[src/hdl/bsil_pkg.sv]
// package: constants and carrier types for the boundary-scan instruction logic
package bsil_pkg;
    localparam int BSIL_IR_W = 3;
    localparam int BSIL_BSR_LEN = 132;
    localparam int BSIL_FIFO_DEPTH = 32;
    localparam logic [2:0] BSIL_IR_RESET = 3'h7;
    localparam logic [1:0] BSIL_IR_CAPT_LOW = 2'h1;
    localparam logic [2:0] BSIL_OP_EXTEST = 3'h0;
    localparam logic [2:0] BSIL_OP_SAMPLE = 3'h1;
    localparam logic [2:0] BSIL_OP_HIZ = 3'h4;
    localparam logic BSIL_BYP_CAPT = 1'h0;

    typedef enum logic [1:0] {
        BSIL_I_EXTEST,
        BSIL_I_SAMPLE,
        BSIL_I_BYPASS,
        BSIL_I_HIZ
    } bsil_instr_e;

    // controller state phases presented by the tap sequencer
    typedef struct packed {
        logic test_reset;
        logic capture_ir;
        logic shift_ir;
        logic update_ir;
        logic capture_dr;
        logic shift_dr;
        logic update_dr;
    } bsil_tap_s;

    // one boundary cell group: pin input and system output data
    typedef struct packed {
        logic [BSIL_BSR_LEN-1:0] pin_in;
        logic [BSIL_BSR_LEN-1:0] sys_out;
    } bsil_pins_s;
endpackage

[src/hdl/bsil_core.sv]
// file holds the boundary-scan instruction register and data path selection
//
// What this block does
// - three-bit instruction shift register, three latches
// - latches load only in update-ir or test-logic-reset state
// - test-logic-reset presets latches to bypass
// - decode extest, sample, hi-z, bypass codes
// - capture-ir loads 01 and crystal loss
// - capture-ir leaves latched instruction unchanged
// - crystal mode reports loss when no clock
// - external clock mode reports loss zero
// - extest links 132-bit boundary register
// - extest holds system logic in reset
// - extest drives, captures, steers boundary pins
// - sample captures pin snapshot in capture-dr
// - sampling and shifting leave pins undisturbed
`timescale 1ns/1ps
module bsil_core
    import bsil_pkg::*;
#(
    parameter int BSR_LEN = bsil_pkg::BSIL_BSR_LEN,
    parameter int FIFO_DEPTH = bsil_pkg::BSIL_FIFO_DEPTH
) (
    // clock and reset
    input wire logic ref_clk_i,
    input wire logic rstn_i,
    // test port pins, asynchronous
    input wire logic tck_i,
    input wire logic tdi_i,
    input wire bsil_pkg::bsil_tap_s tap_i,
    output logic tdo_o,
    // clock source status
    input wire logic crystal_mode_i,
    input wire logic osc_clock_seen_i,
    // pins and system logic
    input wire logic [BSR_LEN-1:0] pin_in_i,
    input wire logic [BSR_LEN-1:0] sys_out_i,
    input wire logic [BSR_LEN-1:0] sys_oe_i,
    output logic [BSR_LEN-1:0] pin_out_o,
    output logic [BSR_LEN-1:0] pin_oe_o,
    output logic sys_reset_o,
    // decoded instruction
    output bsil_pkg::bsil_instr_e instr_o,
    // scan-out stream
    output logic scan_valid_o,
    input wire logic scan_ready_i,
    output logic scan_data_o
);
    import bsil_pkg::*;

    // ----------------------------------------
    // decode
    // ----------------------------------------
    function automatic bsil_instr_e decode(input logic [2:0] c);
        bsil_instr_e r;
        r = BSIL_I_BYPASS;
        if (c == BSIL_OP_EXTEST) begin
            r = BSIL_I_EXTEST;
        end else if (c == BSIL_OP_SAMPLE) begin
            r = BSIL_I_SAMPLE;
        end else if (c == BSIL_OP_HIZ) begin
            r = BSIL_I_HIZ;
        end
        return r;
    endfunction

    // ----------------------------------------
    // state
    // ----------------------------------------
    localparam int SYNW = 5 + $bits(bsil_tap_s);
    typedef struct packed {
        logic [SYNW-1:0] s1;
        logic [SYNW-1:0] s2;
        logic tck_d;
        logic [BSR_LEN-1:0] pin_s1;
        logic [BSR_LEN-1:0] pin_s2;
        logic [BSIL_IR_W-1:0] ir_sh;
        logic [BSIL_IR_W-1:0] ir_par;
        logic byp;
        logic [BSR_LEN-1:0] bsr_sh;
        logic [BSR_LEN-1:0] bsr_upd;
        logic tdo;
        logic push;
        logic push_bit;
    } bsil_state_s;

    bsil_state_s q;
    bsil_state_s next_q;
    logic fifo_in_ready;

    logic tck_s;
    logic tdi_s;
    logic xtal_s;
    logic seen_s;
    bsil_tap_s tap_s;
    logic rise;
    logic fall;
    logic crystal_loss_flag;
    bsil_instr_e cur;
    logic bsr_sel;

    assign {tck_s, tdi_s, xtal_s, seen_s, tap_s} = q.s2[SYNW-1:1];
    assign rise = tck_s && !q.tck_d;
    assign fall = !tck_s && q.tck_d;
    // crystal loss when no oscillator seen
    assign crystal_loss_flag = xtal_s && !seen_s;
    assign cur = decode(q.ir_par);
    // extest and sample choose boundary register
    // hi-z falls through to bypass bit
    assign bsr_sel = (cur == BSIL_I_EXTEST) || (cur == BSIL_I_SAMPLE);

    // ----------------------------------------
    // next state
    // ----------------------------------------
    always_comb begin
        next_q = q;
        next_q.push = 1'b0;
        next_q.s1 = {tck_i, tdi_i, crystal_mode_i, osc_clock_seen_i,
                     tap_i, 1'b0};
        next_q.s2 = q.s1;
        next_q.tck_d = tck_s;
        // pin levels cross in through two flops like the test port
        next_q.pin_s1 = pin_in_i;
        next_q.pin_s2 = q.pin_s1;
        if (rise) begin
            if (tap_s.test_reset) begin
                next_q.ir_par = BSIL_IR_RESET;
            end else if (tap_s.capture_ir) begin
                next_q.ir_sh = {crystal_loss_flag, BSIL_IR_CAPT_LOW};
            end else if (tap_s.shift_ir) begin
                next_q.ir_sh = {tdi_s, q.ir_sh[BSIL_IR_W-1:1]};
            end else if (tap_s.update_ir) begin
                next_q.ir_par = q.ir_sh;
            end
            if (tap_s.capture_dr) begin
                next_q.byp = BSIL_BYP_CAPT;
                // snapshot of pins on tck rise
                if (bsr_sel) begin
                    next_q.bsr_sh = q.pin_s2;
                end
            end else if (tap_s.shift_dr) begin
                next_q.byp = tdi_s;
                if (bsr_sel) begin
                    next_q.bsr_sh = {tdi_s, q.bsr_sh[BSR_LEN-1:1]};
                    next_q.push = 1'b1;
                    next_q.push_bit = q.bsr_sh[0];
                end
            end else if (tap_s.update_dr && bsr_sel) begin
                next_q.bsr_upd = q.bsr_sh;
            end
        end
        // tdo changes on falling tck as the scan standard expects
        if (fall) begin
            // capture counts too: bit 0 must stand before the first shift
            if (tap_s.capture_ir || tap_s.shift_ir) begin
                next_q.tdo = q.ir_sh[0];
            end else if (bsr_sel) begin
                next_q.tdo = q.bsr_sh[0];
            end else begin
                next_q.tdo = q.byp;
            end
        end
    end

    always_ff @(posedge ref_clk_i) begin
        if (!rstn_i) begin
            q <= '0;
            q.ir_par <= BSIL_IR_RESET;
        end else begin
            q <= next_q;
        end
    end

    // ----------------------------------------
    // pins
    // ----------------------------------------
    always_comb begin
        unique case (cur)
            BSIL_I_EXTEST: begin
                pin_out_o = q.bsr_upd;
                pin_oe_o = sys_oe_i & q.bsr_upd;
            end
            BSIL_I_HIZ: begin
                pin_out_o = sys_out_i;
                pin_oe_o = '0;
            end
            BSIL_I_SAMPLE, BSIL_I_BYPASS: begin
                pin_out_o = sys_out_i;
                pin_oe_o = sys_oe_i;
            end
        endcase
    end

    assign sys_reset_o = (cur == BSIL_I_EXTEST);
    assign instr_o = cur;
    assign tdo_o = q.tdo;

    // observer stream; a stalled drain only drops bits, never the scan
    bsil_fifo #(.WIDTH(1), .DEPTH(FIFO_DEPTH)) u_fifo (
        .ref_clk_i(ref_clk_i),
        .rstn_i(rstn_i),
        .in_valid_i(q.push && fifo_in_ready),
        .in_ready_o(fifo_in_ready),
        .in_data_i(q.push_bit),
        .out_valid_o(scan_valid_o),
        .out_ready_i(scan_ready_i),
        .out_data_o(scan_data_o)
    );

    // ----------------------------------------
    // checks
    // ----------------------------------------
    // preset on reset
    tlr_preset_a: assert property (
        @(posedge ref_clk_i) disable iff (!rstn_i)
        rise && tap_s.test_reset |=> q.ir_par == BSIL_IR_RESET)
        else $error("instruction not preset to bypass");
    par_hold_a: assert property (
        @(posedge ref_clk_i) disable iff (!rstn_i)
        !(rise && (tap_s.update_ir || tap_s.test_reset))
        |=> $stable(q.ir_par))
        else $error("instruction latch changed outside update");
    par_load_a: assert property (
        @(posedge ref_clk_i) disable iff (!rstn_i)
        rise && $onehot(tap_s) && tap_s.update_ir
        |=> q.ir_par == $past(q.ir_sh))
        else $error("instruction latch not loaded in update");
    ir_shift_a: assert property (
        @(posedge ref_clk_i) disable iff (!rstn_i)
        rise && $onehot(tap_s) && tap_s.shift_ir
        |=> q.ir_sh == {$past(tdi_s), $past(q.ir_sh[BSIL_IR_W-1:1])})
        else $error("instruction shift wrong");
    capt_ir_a: assert property (
        @(posedge ref_clk_i) disable iff (!rstn_i)
        rise && tap_s.capture_ir && !tap_s.test_reset
        |=> q.ir_sh == {$past(crystal_loss_flag), BSIL_IR_CAPT_LOW})
        else $error("capture-ir pattern wrong");
    capt_keep_a: assert property (
        @(posedge ref_clk_i) disable iff (!rstn_i)
        rise && tap_s.capture_ir && !tap_s.test_reset |=> $stable(q.ir_par))
        else $error("capture-ir moved the instruction latch");
    xtal_loss_a: assert property (
        @(posedge ref_clk_i) disable iff (!rstn_i)
        rise && $onehot(tap_s) && tap_s.capture_ir && xtal_s
        |=> q.ir_sh[BSIL_IR_W-1] == !$past(seen_s))
        else $error("crystal loss flag wrong");
    ext_loss_a: assert property (
        @(posedge ref_clk_i) disable iff (!rstn_i)
        rise && $onehot(tap_s) && tap_s.capture_ir && !xtal_s
        |=> !q.ir_sh[BSIL_IR_W-1])
        else $error("loss flag set with external clock");
    dec_samp_a: assert property (
        @(posedge ref_clk_i) disable iff (!rstn_i)
        q.ir_par == BSIL_OP_SAMPLE |-> instr_o == BSIL_I_SAMPLE)
        else $error("sample code decoded wrongly");
    ext_reset_a: assert property (
        @(posedge ref_clk_i) disable iff (!rstn_i)
        (q.ir_par == BSIL_OP_EXTEST) |-> sys_reset_o)
        else $error("system not held in reset under extest");
    hiz_float_a: assert property (
        @(posedge ref_clk_i) disable iff (!rstn_i)
        (q.ir_par == BSIL_OP_HIZ) |-> (pin_oe_o == '0) && !bsr_sel)
        else $error("outputs driven under hi-z");
    byp_zero_a: assert property (
        @(posedge ref_clk_i) disable iff (!rstn_i)
        rise && tap_s.capture_dr |=> q.byp == 1'b0)
        else $error("bypass bit did not capture zero");
    snap_a: assert property (
        @(posedge ref_clk_i) disable iff (!rstn_i)
        rise && tap_s.capture_dr && bsr_sel |=> q.bsr_sh == $past(q.pin_s2))
        else $error("pin snapshot not captured");
    samp_pins_a: assert property (
        @(posedge ref_clk_i) disable iff (!rstn_i)
        (cur == BSIL_I_SAMPLE) |-> pin_oe_o == sys_oe_i && !sys_reset_o
        && pin_out_o == sys_out_i)
        else $error("sample disturbed pins");
    bsr_tdo_a: assert property (
        @(posedge ref_clk_i) disable iff (!rstn_i)
        fall && $onehot(tap_s) && tap_s.shift_dr && cur == BSIL_I_EXTEST
        |=> q.tdo == $past(q.bsr_sh[0]))
        else $error("boundary bit not presented on tdo");
    ext_drive_a: assert property (
        @(posedge ref_clk_i) disable iff (!rstn_i)
        rise && $onehot(tap_s) && tap_s.update_dr && cur == BSIL_I_EXTEST
        |=> pin_out_o == $past(q.bsr_sh))
        else $error("extest pins not driven from update cells");
endmodule

[src/hdl/bsil_fifo.sv]
// file holds the fifo for captured scan-out bits
`timescale 1ns/1ps
module bsil_fifo #(
    parameter int WIDTH = 1,
    parameter int DEPTH = 32
) (
    // clock and reset
    input wire logic ref_clk_i,
    input wire logic rstn_i,
    // write side
    input wire logic in_valid_i,
    output logic in_ready_o,
    input wire logic [WIDTH-1:0] in_data_i,
    // read side
    output logic out_valid_o,
    input wire logic out_ready_i,
    output logic [WIDTH-1:0] out_data_o
);
    localparam int AW = $clog2(DEPTH);
    logic [WIDTH-1:0] mem [DEPTH];
    logic [AW:0] wp;
    logic [AW:0] rp;
    logic full;
    logic empty;
    assign full = (wp[AW] != rp[AW]) && (wp[AW-1:0] == rp[AW-1:0]);
    assign empty = (wp == rp);
    assign in_ready_o = !full;
    assign out_valid_o = !empty;
    assign out_data_o = mem[rp[AW-1:0]];
    always_ff @(posedge ref_clk_i) begin
        if (!rstn_i) begin
            wp <= '0;
            rp <= '0;
        end else begin
            if (in_valid_i && !full) begin
                mem[wp[AW-1:0]] <= in_data_i;
                wp <= wp + 1'b1;
            end
            if (out_ready_i && !empty) begin
                rp <= rp + 1'b1;
            end
        end
    end
endmodule

[config.mk]
export PLATFORM = sky130hd
export DESIGN_NAME = bsil_core
export DESIGN_NICKNAME = d
export VERILOG_FILES = /design/src/hdl/bsil_pkg.sv /design/src/hdl/bsil_core.sv /design/src/hdl/bsil_fifo.sv
export SDC_FILE = /design/constraint.sdc
export NUM_CORES = 1
export LEC_CHECK = 0
export ABC_AREA = 0
export BUFFER_PORTS_ARGS = -buffer_cell sky130_fd_sc_hd__clkbuf_2
export CORE_MARGIN = 3
export CORE_UTILIZATION = 30
export CTS_BUF_LIST = sky130_fd_sc_hd__clkbuf_4 sky130_fd_sc_hd__clkbuf_8
export CTS_CLUSTER_DIAMETER = 120
export CTS_CLUSTER_SIZE = 28
export DETAILED_ROUTE_END_ITERATION = 7
export PLACE_DENSITY = 0.49
export SYNTH_ARGS = -nofsm -noshare
export SYNTH_HDL_FRONTEND = slang
export SYNTH_SLANG_ARGS = --single-unit
[constraint.sdc]
create_clock -name ref_clk_i -period 1.6 [get_ports ref_clk_i]
set_input_delay 0.16 -clock ref_clk_i [delete_from_list [all_inputs] [get_ports ref_clk_i]]
set_output_delay 0.16 -clock ref_clk_i [all_outputs]
set_load 0.05 [all_outputs]
==> run_results.csv <==
group,metric,value,unit
sta,fin_crit_sh,155,%
logic_synthesis,synth_top_cell_by_area,"dfxtp_1",
logic_synthesis,synth-edff-count,32,
logic_synthesis,ys_ff_latch,610,
clock_tree,path_clk_slew,160,ps
run,maxCapViolCount,0,
worst_setup_path,cp.required,1440,ps
worst_setup_path,crit_path_top_delay_cell,"dfxtp_4",
place,gp_congestion,0.909,
cells_and_area,fill_cells,7796,
detailed_routing,drt_iter0_drc,1036,
worst_setup_path,cp-end-kind,"primary output",
worst_setup_path,r2r_start,"q[269]",
place,dp.cells,4150,
global_routing,antenna_found_initial,7,
logic_synthesis,synth_top_area_share,46.5,%
die,pin_count,680,
detailed_routing,dr.pass1.iters,5,
detailed_routing,vias,20200,
sta,final-setup-viol-count,572,
detailed_routing,ant_nets,0,
global_routing,track_usage,18.5,%
worst_setup_path,slowest_delay,380,ps
worst_hold_path,min_delay_path_depth,3,
clock_tree,root_buffer,"clkbuf_8",
clock_tree,cts_sinks,610,
worst_setup_path,worst-path-buf-inv,5,
worst_setup_path,crit_cells,7,
detailed_routing,drt_wl_total,86700,um
logic_synthesis,syn-num-nets,2891,
sta,worst_slack,-879,ps
worst_setup_path,cp_common_cell,"buf_12",
clock_tree,h-tree-depth,1,
cells_and_area,nets,3721,
clock_tree,insertion_delay,680,ps
worst_setup_path,crit_start,"q[269]",
power,peakVddDrop,0.000485,V
cells_and_area,drive_gt1_share,33.8,%
clock_tree,cts_buffers,26,
global_routing,grt_max_degree,97,
worst_hold_path,min_from,"tck_i",
die,initial_core_util,30.6,%
die,rows,104,
sta,rsz0062_at_grt,"true",
die,die_x,294,um
sta,max_freq,403,MHz
sta,relSlewSlack,70.9,%
sta,slew_violations,0,
place,numPortBuffers,679,
worst_hold_path,min_path_type,"in -> reg",
power,p_leak,16.0,nW
cells_and_area,fin_cells,4380,
power,p_per_area,734,mW/mm^2
place,dp_hpwl,61400,um
logic_synthesis,ys_types,46,
worst_setup_path,path_cells,"nor3_4 -> buf_6 -> buf_12 -> buf_12 -> clkbuf_16 -> mux2_4 -> buf_8",
clock_tree,cts_buffer_depth,3,
cells_and_area,multiInputGateArea,0.0124,mm^2
worst_setup_path,cp.arrival,2320,ps
logic_synthesis,synth_area_leaders,"dfxtp_1, and2_1, nand2_1, mux2i_1, mux2_2",
global_routing,grt_first_pass_wirelength,126000,um
cells_and_area,syn2layout_area_growth,44.1,%
logic_synthesis,yosysSeqAreaShare,50.4,%
detailed_routing,wire_per_inst,19.8,um
status,run_status,"finished with violations",
die,core_region_area,0.0813,mm^2
detailed_routing,drcViolationCount,0,
worst_setup_path,startpoint_type,"flop",
global_routing,overflow,0,
cells_and_area,seqCellArea,0.0126,mm^2
detailed_routing,via_per_inst,4.60,
logic_synthesis,syn_area,0.0249,mm^2
die,die_h,294,um
worst_setup_path,cp_max_fo,8,
clock_tree,cts_tree,"built",
cells_and_area,finish.utilization,44.1,%
sta,tightest_slew,436,ps
sta,skew,28.7,ps
die,die-area,0.0865,mm^2
sta,hold_viol_final,0,
logic_synthesis,synthCells,2476,
status,violations,"setup timing",
worst_setup_path,critPathKind,"reg -> out",
logic_synthesis,synth_warnings,0,
global_routing,grt_pass1_vias,20400,
logic_synthesis,ys_dominant_reg_cell,"dfxtp_1",
worst_setup_path,ff2ff_path_depth,7,
logic_synthesis,async_flop_share,0,%
logic_synthesis,syn_avg_cell_area,10.1,um^2
worst_setup_path,crit_family,"buffers and inverters",
sta,final.min_clock_period,2480,ps
[layout by cell type, fill, tap and decap left out, types with 14 or more instances in the layout]
| cell | n |
|---|---|
| edfxtp_1 | 32 |
| clkbuf_8 | 42 |
| buf_6 | 80 |
| o211a_1 | 133 |
| a21boi_1 | 110 |
| a21boi_2 | 58 |
| a21boi_0 | 78 |
| clkbuf_2 | 416 |
| buf_4 | 125 |
| buf_8 | 124 |
| and2_1 | 295 |
| nand2b_1 | 139 |
| mux2_2 | 21 |
| nand2_1 | 421 |
| dfxtp_1 | 570 |
| nor2_1 | 40 |
| mux2_4 | 111 |
| mux2i_1 | 149 |
| clkbuf_16 | 14 |
| dlygate4sd3_1 | 148 |
| buf_12 | 48 |
| a21boi_4 | 21 |
[registers in the layout, summed over array words and instances, names as in the netlist, named ones only]
| name | flops |
|---|---|
| q | 416 |
| next_q | 144 |
| u_fifo.mem | 32 |
| u_fifo.rp | 6 |
| u_fifo.wp | 6 |
| tdo_o | 1 |
[synthesized netlist by cell type (3+ instances only)]
master and n:
xnor2_1 3, a21oi_1 9, buf_6 9, o31ai_1 3, ha_1 5, nor3_1 3, clkbuf_1 116, nand2b_1 140
inv_1 8, nand2_1 421, nor2_1 41, o21ai_0 7, and2_1 295, nor2b_1 7, a21boi_1 81, nand4_1 4
mux2_2 132, mux2i_1 151, dfxtp_1 578, buf_2 58, a22oi_1 4, edfxtp_1 32, o21bai_1 3, nand3_2 4
nand3b_1 4, a21boi_0 186, o211a_1 133, xor2_1 7, buf_1 3, nand3_1 9
[path summary, 6_finish.rpt]
kind | end | slack (ps)
max | pin_out_o[83] | -880
min | next_q[550] | 220
max reg2reg | q[11] | -210
min reg2reg | q[385] | 440
[cells by family (layout without fill, tap and decap cells)]
| family | count (synthesis) | count (layout) | share of synthesized area (%) |
|---|---|---|---|
| simple gates | 939 | 939 | 19.1 |
| flops | 610 | 610 | 50.4 |
| compound gates | 433 | 433 | 14.3 |
| mux | 283 | 283 | 12.0 |
| buf+inv | 196 | 1031 | 3.55 |
| xor+xnor | 10 | 10 | 0.352 |
| fa+ha+maj | 5 | 5 | 0.251 |
| other cells | 0 | 9 | 0 |
[per-layer routing]
metal | GRT usage (%) | routed length, um | vias to the layer above
met4 | 3.24 | 1500 | 0
met5 | 0 | 0 | -
met3 | 1.89 | 2350 | 74
met1 | 26.1 | 41100 | 9795
met2 | 31.0 | 41700 | 370
li1 | - | - | 9928
[worst register-to-register path, delay by kind of cell, from the launching register on]
family / cells / cell delay [ps]
AOI/OAI and AO/OA: 1 / 180
DFF: 1 / 380
and+or+nand+nor: 3 / 640
buffers and inverters: 3 / 550
[what timing repair did]
| item | in CTS | in global routing |
|---|---|---|
| endpoints found under the hold margin | 182 | 0 |
| pin swaps | 2 | 4 |
| gates cloned | 4 | 11 |
| hold buffers | 148 | 0 |
| buffers inserted | 16 | 16 |
| resized for setup | 343 | 620 |
| setup endpoints to repair | 527 | 588 |
[report_power, final]
part / switching, W / internal (W)
Sequential: 0.0000965 / 0.0156
Combinational: 0.00230 / 0.00204
Clock: 0.00462 / 0.00165
[final cells by class]
| class | count | share of cell area [%] |
|---|---|---|
| Tap cell | 1060 | 3.70 |
| Clock inverter | 4 | 0.122 |
| Antenna cell | 9 | 0.0628 |
| Clock buffer | 29 | 1.08 |
| Timing Repair Buffer | 990 | 25.3 |
| Inverter | 8 | 0.0837 |
| Sequential cell | 610 | 35.0 |
| Multi-Input combinational cell | 1670 | 34.7 |
[per-stage QoR]
step	total power [W]	setup TNS [ps]	setup slack (ps)	area, um^2	hold WS, ps
after floorplan	0.0183	-45290	-615	25600	287
after global placement	0.0195	-42560	-215	30900	370
after detailed placement	0.0195	-46810	-259	30900	370
after CTS	0.0264	-275970	-977	34400	140
after global routing	0.0275	-304030	-994	35900	166
final	0.0263	-239250	-879	35900	219
Power figures use the tool's default switching activity.
